**config.mk**
```make
export PLATFORM = sky130hd
export DESIGN_NAME = sbx_exec
export DESIGN_NICKNAME = d
export VERILOG_FILES = /design/src/core/sbx_bit_addr.v /design/src/core/sbx_exec.v
export VERILOG_INCLUDE_DIRS = /design/src /design/src/include
export SDC_FILE = /design/constraint.sdc
export NUM_CORES = 1
export LEC_CHECK = 0
export BUFFER_PORTS_ARGS = -buffer_cell sky130_fd_sc_hd__buf_4
export CAP_MARGIN = 20
export CORE_MARGIN = 4
export CORE_UTILIZATION = 50
export DETAILED_ROUTE_END_ITERATION = 12
export HOLD_SLACK_MARGIN = 0.15
export PLACE_DENSITY_LB_ADDON = 0.2
export SYNTH_ARGS = -nofsm -noshare
export SYNTH_HDL_FRONTEND = slang
export SYNTH_HIERARCHICAL = 1
export SYNTH_SLANG_ARGS = --single-unit
export TNS_END_PERCENT = 20
```
**constraint.sdc**
```tcl
create_clock -name clk -period 4.1 [get_ports clk]
set_clock_uncertainty 0.1 [all_clocks]
set_input_delay 0.615 -clock clk [delete_from_list [all_inputs] [get_ports clk]]
set_output_delay 0.615 -clock clk [all_outputs]
set_load 0.1 [all_outputs]
```
**src/include/sbx_defs.vh**
```
// operation codes, widths and reset values for the skip / bit-op / branch unit
// included by core files; definitions only
`ifndef SBX_DEFS_VH
`define SBX_DEFS_VH

`define SBX_OP_W          5
`define SBX_OP_NOP        5'h00
`define SBX_OP_EQ_MEM_IMM   5'h01
`define SBX_OP_EQ_ACC_MEM   5'h02
`define SBX_OP_EQ_PAIR_MEM  5'h03
`define SBX_OP_EQ_ACC_REG   5'h04
`define SBX_OP_EQ_PAIR_REGS 5'h05
`define SBX_OP_CARRY_SET    5'h06
`define SBX_OP_CARRY_CLR    5'h07
`define SBX_OP_CARRY_TEST   5'h08
`define SBX_OP_CARRY_INV    5'h09
`define SBX_OP_BIT_ONE    5'h0a
`define SBX_OP_BIT_ZERO   5'h0b
`define SBX_OP_SKIP_TRUE  5'h0c
`define SBX_OP_SKIP_FALSE 5'h0d
`define SBX_OP_SKIP_CLR   5'h0e
`define SBX_OP_CARRY_AND  5'h0f
`define SBX_OP_CARRY_OR   5'h10
`define SBX_OP_CARRY_XOR  5'h11
`define SBX_OP_BR_ABS     5'h12
`define SBX_OP_BR_REL     5'h13
`define SBX_OP_BR_BLOCK   5'h14
`define SBX_OP_BR_TBL_SEC 5'h15
`define SBX_OP_BR_TBL_ACC 5'h16

`define SBX_AM_W          2
`define SBX_AM_DIRECT     2'h0
`define SBX_AM_FIXED      2'h1
`define SBX_AM_PTR_L      2'h2
`define SBX_AM_H_PLUS     2'h3

`define SBX_FIXED_BASE    8'hb0
`define SBX_PC_RESET      13'h0000
`define SBX_CARRY_RESET   1'b0

`define SBX_ST_IDLE       2'h0
`define SBX_ST_READ       2'h1
`define SBX_ST_READ2      2'h2
`define SBX_ST_WRITE      2'h3

`endif

```
**src/core/sbx_bit_addr.v**
```verilog
// bit address generator for the memory bit forms
// combinational; operand fields come straight from the decoder
`timescale 1ns/1ps
`default_nettype none
`include "sbx_defs.vh"

module sbx_bit_addr (
  input  wire [`SBX_AM_W-1:0] mode,
  input  wire [7:0]           mem_imm,
  input  wire [1:0]           bit_imm,
  input  wire [3:0]           ptr_h,
  input  wire [3:0]           ptr_l,
  output reg  [7:0]           addr,
  output reg  [1:0]           bit_sel
);

  always @* begin
    addr    = mem_imm;
    bit_sel = bit_imm;
    case (mode)
      `SBX_AM_DIRECT: begin
        addr    = mem_imm;
        bit_sel = bit_imm;
      end
      // fixed area: low nibble of operand offsets a fixed window
      `SBX_AM_FIXED: begin
        addr    = `SBX_FIXED_BASE | {4'h0, mem_imm[3:0]};
        bit_sel = bit_imm;
      end
      // pointer form: upper bits of l pick the nibble, low bits the bit
      `SBX_AM_PTR_L: begin
        addr    = {mem_imm[7:2], ptr_l[3:2]};
        bit_sel = ptr_l[1:0];
      end
      `SBX_AM_H_PLUS: begin
        addr    = {ptr_h, mem_imm[3:0]};
        bit_sel = bit_imm;
      end
      default: begin
        addr    = mem_imm;
        bit_sel = bit_imm;
      end
    endcase
  end

endmodule

`default_nettype wire

```
**src/core/sbx_exec.v**
```verilog
// execution unit: compare-and-skip, carry ops, memory bit ops, branches
// assumes data memory answers a read while the strobe stands, registers supplied by core
`timescale 1ns/1ps
`default_nettype none
`include "sbx_defs.vh"

module sbx_exec #(
  parameter PC_W = 13
) (
  input  wire                 clk,
  input  wire                 resetn,
  input  wire                 op_valid,
  input  wire [`SBX_OP_W-1:0] op_code,
  input  wire [`SBX_AM_W-1:0] op_mode,
  input  wire [3:0]           op_nibble,
  input  wire [7:0]           op_mem,
  input  wire [1:0]           op_bit,
  input  wire [2:0]           op_reg_sel,
  input  wire [2:0]           op_pair_sel,
  input  wire [PC_W-1:0]      op_target,
  input  wire [4:0]           op_rel,
  input  wire [PC_W-1:0]      op_pc,
  input  wire [PC_W-1:0]      op_pc_next,
  input  wire [31:0]          regs_main,
  input  wire [31:0]          regs_alt,
  input  wire [7:0]           pointer_pair,
  input  wire [7:0]           second_pointer_pair,
  input  wire [7:0]           accumulator_pair,
  output wire                 op_ready,
  output reg                  mem_rd,
  output reg                  mem_wr,
  output reg  [7:0]           mem_addr,
  output reg  [3:0]           mem_wdata,
  input  wire [3:0]           mem_rdata,
  output reg                  carry_flag,
  output reg                  pc_load,
  output reg  [PC_W-1:0]      pc_value,
  output reg                  skip_pending
);

  localparam [1:0] ST_IDLE  = `SBX_ST_IDLE;
  localparam [1:0] ST_READ  = `SBX_ST_READ;
  localparam [1:0] ST_READ2 = `SBX_ST_READ2;
  localparam [1:0] ST_WRITE = `SBX_ST_WRITE;

  function [3:0] reg_pick;
    input [31:0] bank;
    input [2:0]  sel;
    begin
      reg_pick = bank[sel*4 +: 4];
    end
  endfunction

  function [3:0] bit_apply;
    input [3:0] data;
    input [1:0] sel;
    input       val;
    reg   [3:0] t;
    begin
      t = data;
      t[sel] = val;
      bit_apply = t;
    end
  endfunction

  reg  [1:0]           state_reg;
  reg  [`SBX_OP_W-1:0] cmd_reg;
  reg  [3:0]           cmp_reg;
  reg  [7:0]           addr_reg;
  reg  [1:0]           bit_reg;
  reg  [3:0]           rdlo_reg;

  wire [7:0] bit_addr;
  wire [1:0] bit_num;

  sbx_bit_addr u_addr (
    .mode    (op_mode),
    .mem_imm (op_mem),
    .bit_imm (op_bit),
    .ptr_h   (pointer_pair[7:4]),
    .ptr_l   (pointer_pair[3:0]),
    .addr    (bit_addr),
    .bit_sel (bit_num)
  );

  // a skipped instruction is swallowed here, so the decoder never stalls on it
  assign op_ready = (state_reg == ST_IDLE);

  wire take     = op_valid && op_ready && !skip_pending;
  wire swallow  = op_valid && op_ready && skip_pending;
  wire [7:0] pair_sel_val = op_pair_sel[2] ?
       {reg_pick(regs_alt, {op_pair_sel[1:0], 1'b1}), reg_pick(regs_alt, {op_pair_sel[1:0], 1'b0})} :
       {reg_pick(regs_main, {op_pair_sel[1:0], 1'b1}), reg_pick(regs_main, {op_pair_sel[1:0], 1'b0})};
  // forward distances held minus one, so five bits span -16..-1 and +1..+16
  wire [PC_W-1:0] rel_ext = op_rel[4] ? {{(PC_W-5){1'b1}}, op_rel} :
                            {{(PC_W-4){1'b0}}, op_rel[3:0]} + {{(PC_W-1){1'b0}}, 1'b1};
  wire mem_bit   = mem_rdata[bit_reg];

  always @(posedge clk) begin
    if (!resetn) begin
      state_reg    <= ST_IDLE;
      cmd_reg      <= `SBX_OP_NOP;
      cmp_reg      <= 4'h0;
      addr_reg     <= 8'h00;
      bit_reg      <= 2'h0;
      rdlo_reg     <= 4'h0;
      mem_rd       <= 1'b0;
      mem_wr       <= 1'b0;
      mem_addr     <= 8'h00;
      mem_wdata    <= 4'h0;
      carry_flag   <= `SBX_CARRY_RESET;
      pc_load      <= 1'b0;
      pc_value     <= `SBX_PC_RESET;
      skip_pending <= 1'b0;
    end else begin
      mem_rd  <= 1'b0;
      mem_wr  <= 1'b0;
      pc_load <= 1'b0;
      if (swallow) begin
        skip_pending <= 1'b0;
      end
      case (state_reg)
        ST_IDLE: begin
          if (take) begin
            cmd_reg <= op_code;
            case (op_code)
              `SBX_OP_EQ_MEM_IMM: begin
                cmp_reg   <= op_nibble;
                mem_addr  <= pointer_pair;
                mem_rd    <= 1'b1;
                state_reg <= ST_READ;
              end
              `SBX_OP_EQ_ACC_MEM: begin
                cmp_reg   <= accumulator_pair[3:0];
                mem_addr  <= pointer_pair;
                mem_rd    <= 1'b1;
                state_reg <= ST_READ;
              end
              `SBX_OP_EQ_PAIR_MEM: begin
                mem_addr  <= {pointer_pair[7:1], 1'b0};
                addr_reg  <= {pointer_pair[7:1], 1'b1};
                mem_rd    <= 1'b1;
                state_reg <= ST_READ;
              end
              `SBX_OP_EQ_ACC_REG:
                skip_pending <= (accumulator_pair[3:0] == reg_pick(regs_main, op_reg_sel));
              `SBX_OP_EQ_PAIR_REGS:
                skip_pending <= (accumulator_pair == pair_sel_val);
              `SBX_OP_CARRY_SET:  carry_flag <= 1'b1;
              `SBX_OP_CARRY_CLR:  carry_flag <= 1'b0;
              `SBX_OP_CARRY_TEST: skip_pending <= carry_flag;
              `SBX_OP_CARRY_INV:  carry_flag <= ~carry_flag;
              `SBX_OP_BIT_ONE, `SBX_OP_BIT_ZERO, `SBX_OP_SKIP_TRUE, `SBX_OP_SKIP_FALSE,
              `SBX_OP_SKIP_CLR, `SBX_OP_CARRY_AND, `SBX_OP_CARRY_OR, `SBX_OP_CARRY_XOR: begin
                mem_addr  <= bit_addr;
                addr_reg  <= bit_addr;
                bit_reg   <= bit_num;
                mem_rd    <= 1'b1;
                state_reg <= ST_READ;
              end
              `SBX_OP_BR_ABS: begin
                pc_value <= op_target;
                pc_load  <= 1'b1;
              end
              `SBX_OP_BR_REL: begin
                pc_value <= op_pc + rel_ext;
                pc_load  <= 1'b1;
              end
              `SBX_OP_BR_BLOCK: begin
                // top bit from the incremented pc, so 0ffe/0fff reach block 1
                pc_value <= {op_pc_next[PC_W-1:12], op_target[11:0]};
                pc_load  <= 1'b1;
              end
              `SBX_OP_BR_TBL_SEC: begin
                pc_value <= {op_pc_next[PC_W-1:8], second_pointer_pair};
                pc_load  <= 1'b1;
              end
              `SBX_OP_BR_TBL_ACC: begin
                pc_value <= {op_pc_next[PC_W-1:8], accumulator_pair};
                pc_load  <= 1'b1;
              end
              default: begin
              end
            endcase
          end
        end
        ST_READ: begin
          // read data stands while the strobe issued last edge is high
          state_reg <= ST_IDLE;
          case (cmd_reg)
            `SBX_OP_EQ_MEM_IMM: skip_pending <= (mem_rdata == cmp_reg);
            `SBX_OP_EQ_ACC_MEM: skip_pending <= (mem_rdata == cmp_reg);
            `SBX_OP_EQ_PAIR_MEM: begin
              rdlo_reg  <= mem_rdata;
              mem_addr  <= addr_reg;
              mem_rd    <= 1'b1;
              state_reg <= ST_READ2;
            end
            `SBX_OP_BIT_ONE, `SBX_OP_BIT_ZERO: begin
              mem_addr  <= addr_reg;
              mem_wdata <= bit_apply(mem_rdata, bit_reg, cmd_reg == `SBX_OP_BIT_ONE);
              state_reg <= ST_WRITE;
            end
            `SBX_OP_SKIP_TRUE:  skip_pending <= mem_bit;
            `SBX_OP_SKIP_FALSE: skip_pending <= ~mem_bit;
            `SBX_OP_SKIP_CLR: begin
              skip_pending <= mem_bit;
              mem_addr     <= addr_reg;
              mem_wdata    <= bit_apply(mem_rdata, bit_reg, 1'b0);
              state_reg    <= ST_WRITE;
            end
            `SBX_OP_CARRY_AND: carry_flag <= carry_flag & mem_bit;
            `SBX_OP_CARRY_OR:  carry_flag <= carry_flag | mem_bit;
            `SBX_OP_CARRY_XOR: carry_flag <= carry_flag ^ mem_bit;
            default: begin
            end
          endcase
        end
        ST_READ2: begin
          skip_pending <= (rdlo_reg == accumulator_pair[3:0]) &&
                          (mem_rdata == accumulator_pair[7:4]);
          state_reg    <= ST_IDLE;
        end
        ST_WRITE: begin
          mem_wr    <= 1'b1;
          state_reg <= ST_IDLE;
        end
        default: state_reg <= ST_IDLE;
      endcase
    end
  end

endmodule

`default_nettype wire

```
==> impl_metrics.toml <==
[outcome]
run_status = "finished clean"

[die]
die-height_microns = 106
core_area_sq_um = 9240
floorplan.die_area_sq_um = 11100
floorplan.rows = 35
ioPinCount = 197
dieWidth_microns = 106
starting_density_of_the_core_pct = 51.5

[synthesis]
synthesis.instances = 551
synth-warning-count = 6
synth_area_per_cell_sq_um = 8.64
synthesized_nets = 734
sequential_area_share_after_synthesis_pct = 23.1
synth.distinct_cells = 65
ys.flop_type = "sky130_fd_sc_hd__dfxtp_1"
synth_edf_count = 0
synth_seq_cells = 55
asyncSetResetFlopFracSynth_pct = 0
syn-cell-area_sq_um = 4760

[worst_setup_path]
crit_end = "pc_value[12]"
path_max_fanout = 4
worst_path_largest_cell_delay_ps = 450
critical_path.n_buffers_inverters = 1
r2r-start = "state_reg[0]"
worst-r2r-setup-slack_ps = 1760
cpMaxStageDelayCell = "sky130_fd_sc_hd__fa_1"
criticalPathCategory = "in -> reg"
path_cells = "buf_4 -> ha_1 -> mux2_2 -> fa_1 -> nand3_1 -> a21boi_0 -> o31a_1 -> or2_2 -> a31oi_1 -> mux2i_1 -> nand2_1"
crit_cells = 11
reg2regPathDepth = 7
worstSetupEndpointType = "register"
r2r-end = "mem_addr[5]"
worstPathArrival_ps = 3140
worst_setup_path_start_kind = "input pin"
critical_path.top_delay_family = "adder cells"
critical_path_required_ps = 4230
crit_start = "op_rel[0]"

[layout]
post-route-util_pct = 67.6
multi_input_comb_area_sq_um = 3420
seqCellArea_sq_um = 1100
layout.cells.non_filler = 838
flow.area_growth_from_synthesis_pct = 31.3
fillerInstances = 781
drive_gt1_share_pct = 32.2
nets = 891
largest_register_ff_count = 13
antenna-diode-count = 0

[clock_network]
cts_repair_resize_count = 0
clock_sink_count = 55
cts_max_level = 2
cts_buffer_depth = 2
cts_hold_repair.buffers = 0
cts_buffers = 5
clock_tree.root_cell = "sky130_fd_sc_hd__clkbuf_8"
clock_tree_from_tritoncts = "built"
postCtsSetupBuffers = 0
clkLatencyLatePin_ps = 310
clkTransAtPathRegs_ps = 110

[timing]
hold-worst-slack_ps = 358
setup_total_negative_slack_ps = 0
timing_limited_maximum_frequency_mhz = 332
rsz_0062_raised_after_global_routing = "false"
period_needed_ps = 3020
timing.final.crit_share_pct = 73.6
report.final.setup_viol = 0
tightestPinTransition_ps = 706
timing.max_slew.rel_slack_pct = 52.9
count_of_pins_over_their_slew_limit = 0
timing.final.hold_violations = 0

[global_route]
global_route.overflow_total = 0
antenna_found_initial = 0
grt_use_total_pct = 24.7
vias_in_the_first_global_route = 4753
pin_count_of_the_biggest_net_entering_global_routing = 56
grt_pass1_wl_mm = 22.9

[route]
detailroute.via_count = 4842
wirelength_mm = 14.2
route.detailed.drc = 0
detail-route-antenna-nets = 0
dr.first_iter.drc_count = 219
post_drt_wl_per_cell_microns = 16.9
route.detailed.vias_per_inst = 5.78
firstDrtPassIters = 5

[pwr]
leakage_nw = 2.83
power_density_nw_per_um2 = 238
combinationalPowerShare_pct = 39.6
p_int_mw = 0.952
power.share.switching_pct = 36.1
vdd.ir_drop.worst_uv = 135
seqPwrFrac_pct = 38.7
relative_contribution_of_the_clock_network_to_total_power_pct = 21.7
power.net_switching_mw = 0.537

[place]
dp_hpwl_mm = 11.3
gp_congestion = 0.847
total_instance_count_after_detailed_placement = 830
io_buffer_count = 188

[flow_run]
drv.max_cap_violation_count = 0

[min_path]
min_path_type = "reg -> reg"
[layout by cell type (no fill, tap or decap), types with 4 or more instances in the layout]
cell and instances:
sky130_fd_sc_hd__nand3_1 12, sky130_fd_sc_hd__and4_1 4, sky130_fd_sc_hd__nand4_1 6, sky130_fd_sc_hd__mux2i_1 56, sky130_fd_sc_hd__xor2_1 20, sky130_fd_sc_hd__o21a_1 4, sky130_fd_sc_hd__and3_1 4, sky130_fd_sc_hd__nand2b_1 8
sky130_fd_sc_hd__a31oi_1 8, sky130_fd_sc_hd__mux2_2 6, sky130_fd_sc_hd__inv_1 13, sky130_fd_sc_hd__and2_1 15, sky130_fd_sc_hd__dfxtp_1 55, sky130_fd_sc_hd__mux4_2 14, sky130_fd_sc_hd__o211a_1 4, sky130_fd_sc_hd__ha_1 16
sky130_fd_sc_hd__nor2b_1 25, sky130_fd_sc_hd__a21oi_1 30, sky130_fd_sc_hd__a221oi_1 11, sky130_fd_sc_hd__o21ai_0 34, sky130_fd_sc_hd__mux2_4 4, sky130_fd_sc_hd__a211oi_1 8, sky130_fd_sc_hd__nor2_1 28, sky130_fd_sc_hd__buf_4 190
sky130_fd_sc_hd__o21ai_1 4, sky130_fd_sc_hd__clkbuf_8 5, sky130_fd_sc_hd__a221o_1 5, sky130_fd_sc_hd__nand2_1 37, sky130_fd_sc_hd__xnor2_1 17, sky130_fd_sc_hd__nor3_1 13
[power by group through the flow]
stage               logic [mW]  registers (mW)  clock network [mW]
finish                   0.590           0.576               0.323
global route             0.640           0.580               0.351
CTS                      0.590           0.576               0.330
detailed placement       0.588           0.588                   0
global placement         0.574           0.587                   0
floorplan                0.298           0.668                   0
[metal layers]
| metal | global-route usage [%] | vias up | wire (microns) | part of all wire (%) |
|---|---|---|---|---|
| met4 | 6.57 | 0 | 267 | 1.9 |
| li1 | - | 2357 | - | - |
| met1 | 31.1 | 2278 | 5780 | 41 |
| met3 | 4.47 | 22 | 1010 | 7.1 |
| met5 | 0 | - | 0 | 0 |
| met2 | 43.3 | 185 | 7110 | 50 |
[worst min-delay path: cells and delay by family, from the launching register on]
family	cells	cell delay (ps)
flops	1	330
compound gates	1	50
buf+inv	1	50
[cells by family after synthesis]
group,after synthesis,synth area share [%]
flip-flops,55,23.1
buffers and inverters,53,5.05
adder cells (fa/ha/maj),17,4.63
AO/OA/AOI/OAI,136,18.9
multiplexers,83,22.1
AND/OR/NAND/NOR,170,19.4
XOR/XNOR,37,6.81
[layout make-up]
cell class / instances / area share, %
Tap cell: 129 / 2.58
Timing Repair Buffer: 190 / 22.8
Sequential cell: 55 / 17.6
Multi-Input combinational cell: 443 / 54.7
Clock buffer: 5 / 1.10
Inverter: 13 / 0.781
Clock inverter: 3 / 0.361
[synthesized netlist by cell type, types with 3 or more instances]
library cell,instances,area (sq um)
sky130_fd_sc_hd__mux2i_1,56,561
sky130_fd_sc_hd__dfxtp_1,55,1100
sky130_fd_sc_hd__nand2_1,37,139
sky130_fd_sc_hd__o21ai_0,34,170
sky130_fd_sc_hd__a21oi_1,30,150
sky130_fd_sc_hd__nor2_1,28,105
sky130_fd_sc_hd__clkbuf_1,26,97.6
sky130_fd_sc_hd__nor2b_1,25,156
sky130_fd_sc_hd__xor2_1,20,175
sky130_fd_sc_hd__xnor2_1,17,149
sky130_fd_sc_hd__ha_1,16,200
sky130_fd_sc_hd__and2_1,15,93.8
sky130_fd_sc_hd__mux4_2,14,315
sky130_fd_sc_hd__inv_1,13,48.8
sky130_fd_sc_hd__nor3_1,13,65.1
sky130_fd_sc_hd__nand3_1,12,60.1
sky130_fd_sc_hd__a221oi_1,11,96.3
sky130_fd_sc_hd__a211oi_1,8,60.1
sky130_fd_sc_hd__a31oi_1,8,50.1
sky130_fd_sc_hd__buf_2,8,40.0
sky130_fd_sc_hd__nand2b_1,8,50.1
sky130_fd_sc_hd__mux2_2,6,67.6
sky130_fd_sc_hd__nand4_1,6,37.5
sky130_fd_sc_hd__a221o_1,5,50.1
sky130_fd_sc_hd__and3_1,4,25.0
sky130_fd_sc_hd__and4_1,4,35.0
sky130_fd_sc_hd__mux2_4,4,60.1
sky130_fd_sc_hd__o211a_1,4,40.0
sky130_fd_sc_hd__o21a_1,4,30.0
sky130_fd_sc_hd__o21ai_1,4,20.0
sky130_fd_sc_hd__nor4b_1,3,26.3
sky130_fd_sc_hd__o22a_1,3,26.3
sky130_fd_sc_hd__o22ai_1,3,18.8
[how the worst min path moves through the flow]
stage | cells after the start | startpoint | endpoint
global placement | 2 | addr_reg[0] | addr_reg[0]
finish | 2 | addr_reg[0] | addr_reg[0]
detailed placement | 2 | addr_reg[0] | addr_reg[0]
global route | 2 | addr_reg[0] | addr_reg[0]
CTS | 2 | addr_reg[0] | addr_reg[0]
floorplan | 2 | addr_reg[0] | addr_reg[0]
[through the flow]
| stage | area, sq um | power [mW] | setup WS (ps) |
|---|---|---|---|
| 2_1_floorplan | 4760 | 0.965 | 1110 |
| 3_3_place_gp | 6150 | 1.16 | 827 |
| 3_5_place_dp | 6150 | 1.18 | 781 |
| 4_1_cts | 6250 | 1.50 | 1100 |
| 5_1_grt | 6250 | 1.57 | 1020 |
| 6_report | 6250 | 1.49 | 1080 |
No activity file was read; power rests on OpenSTA's default activity.
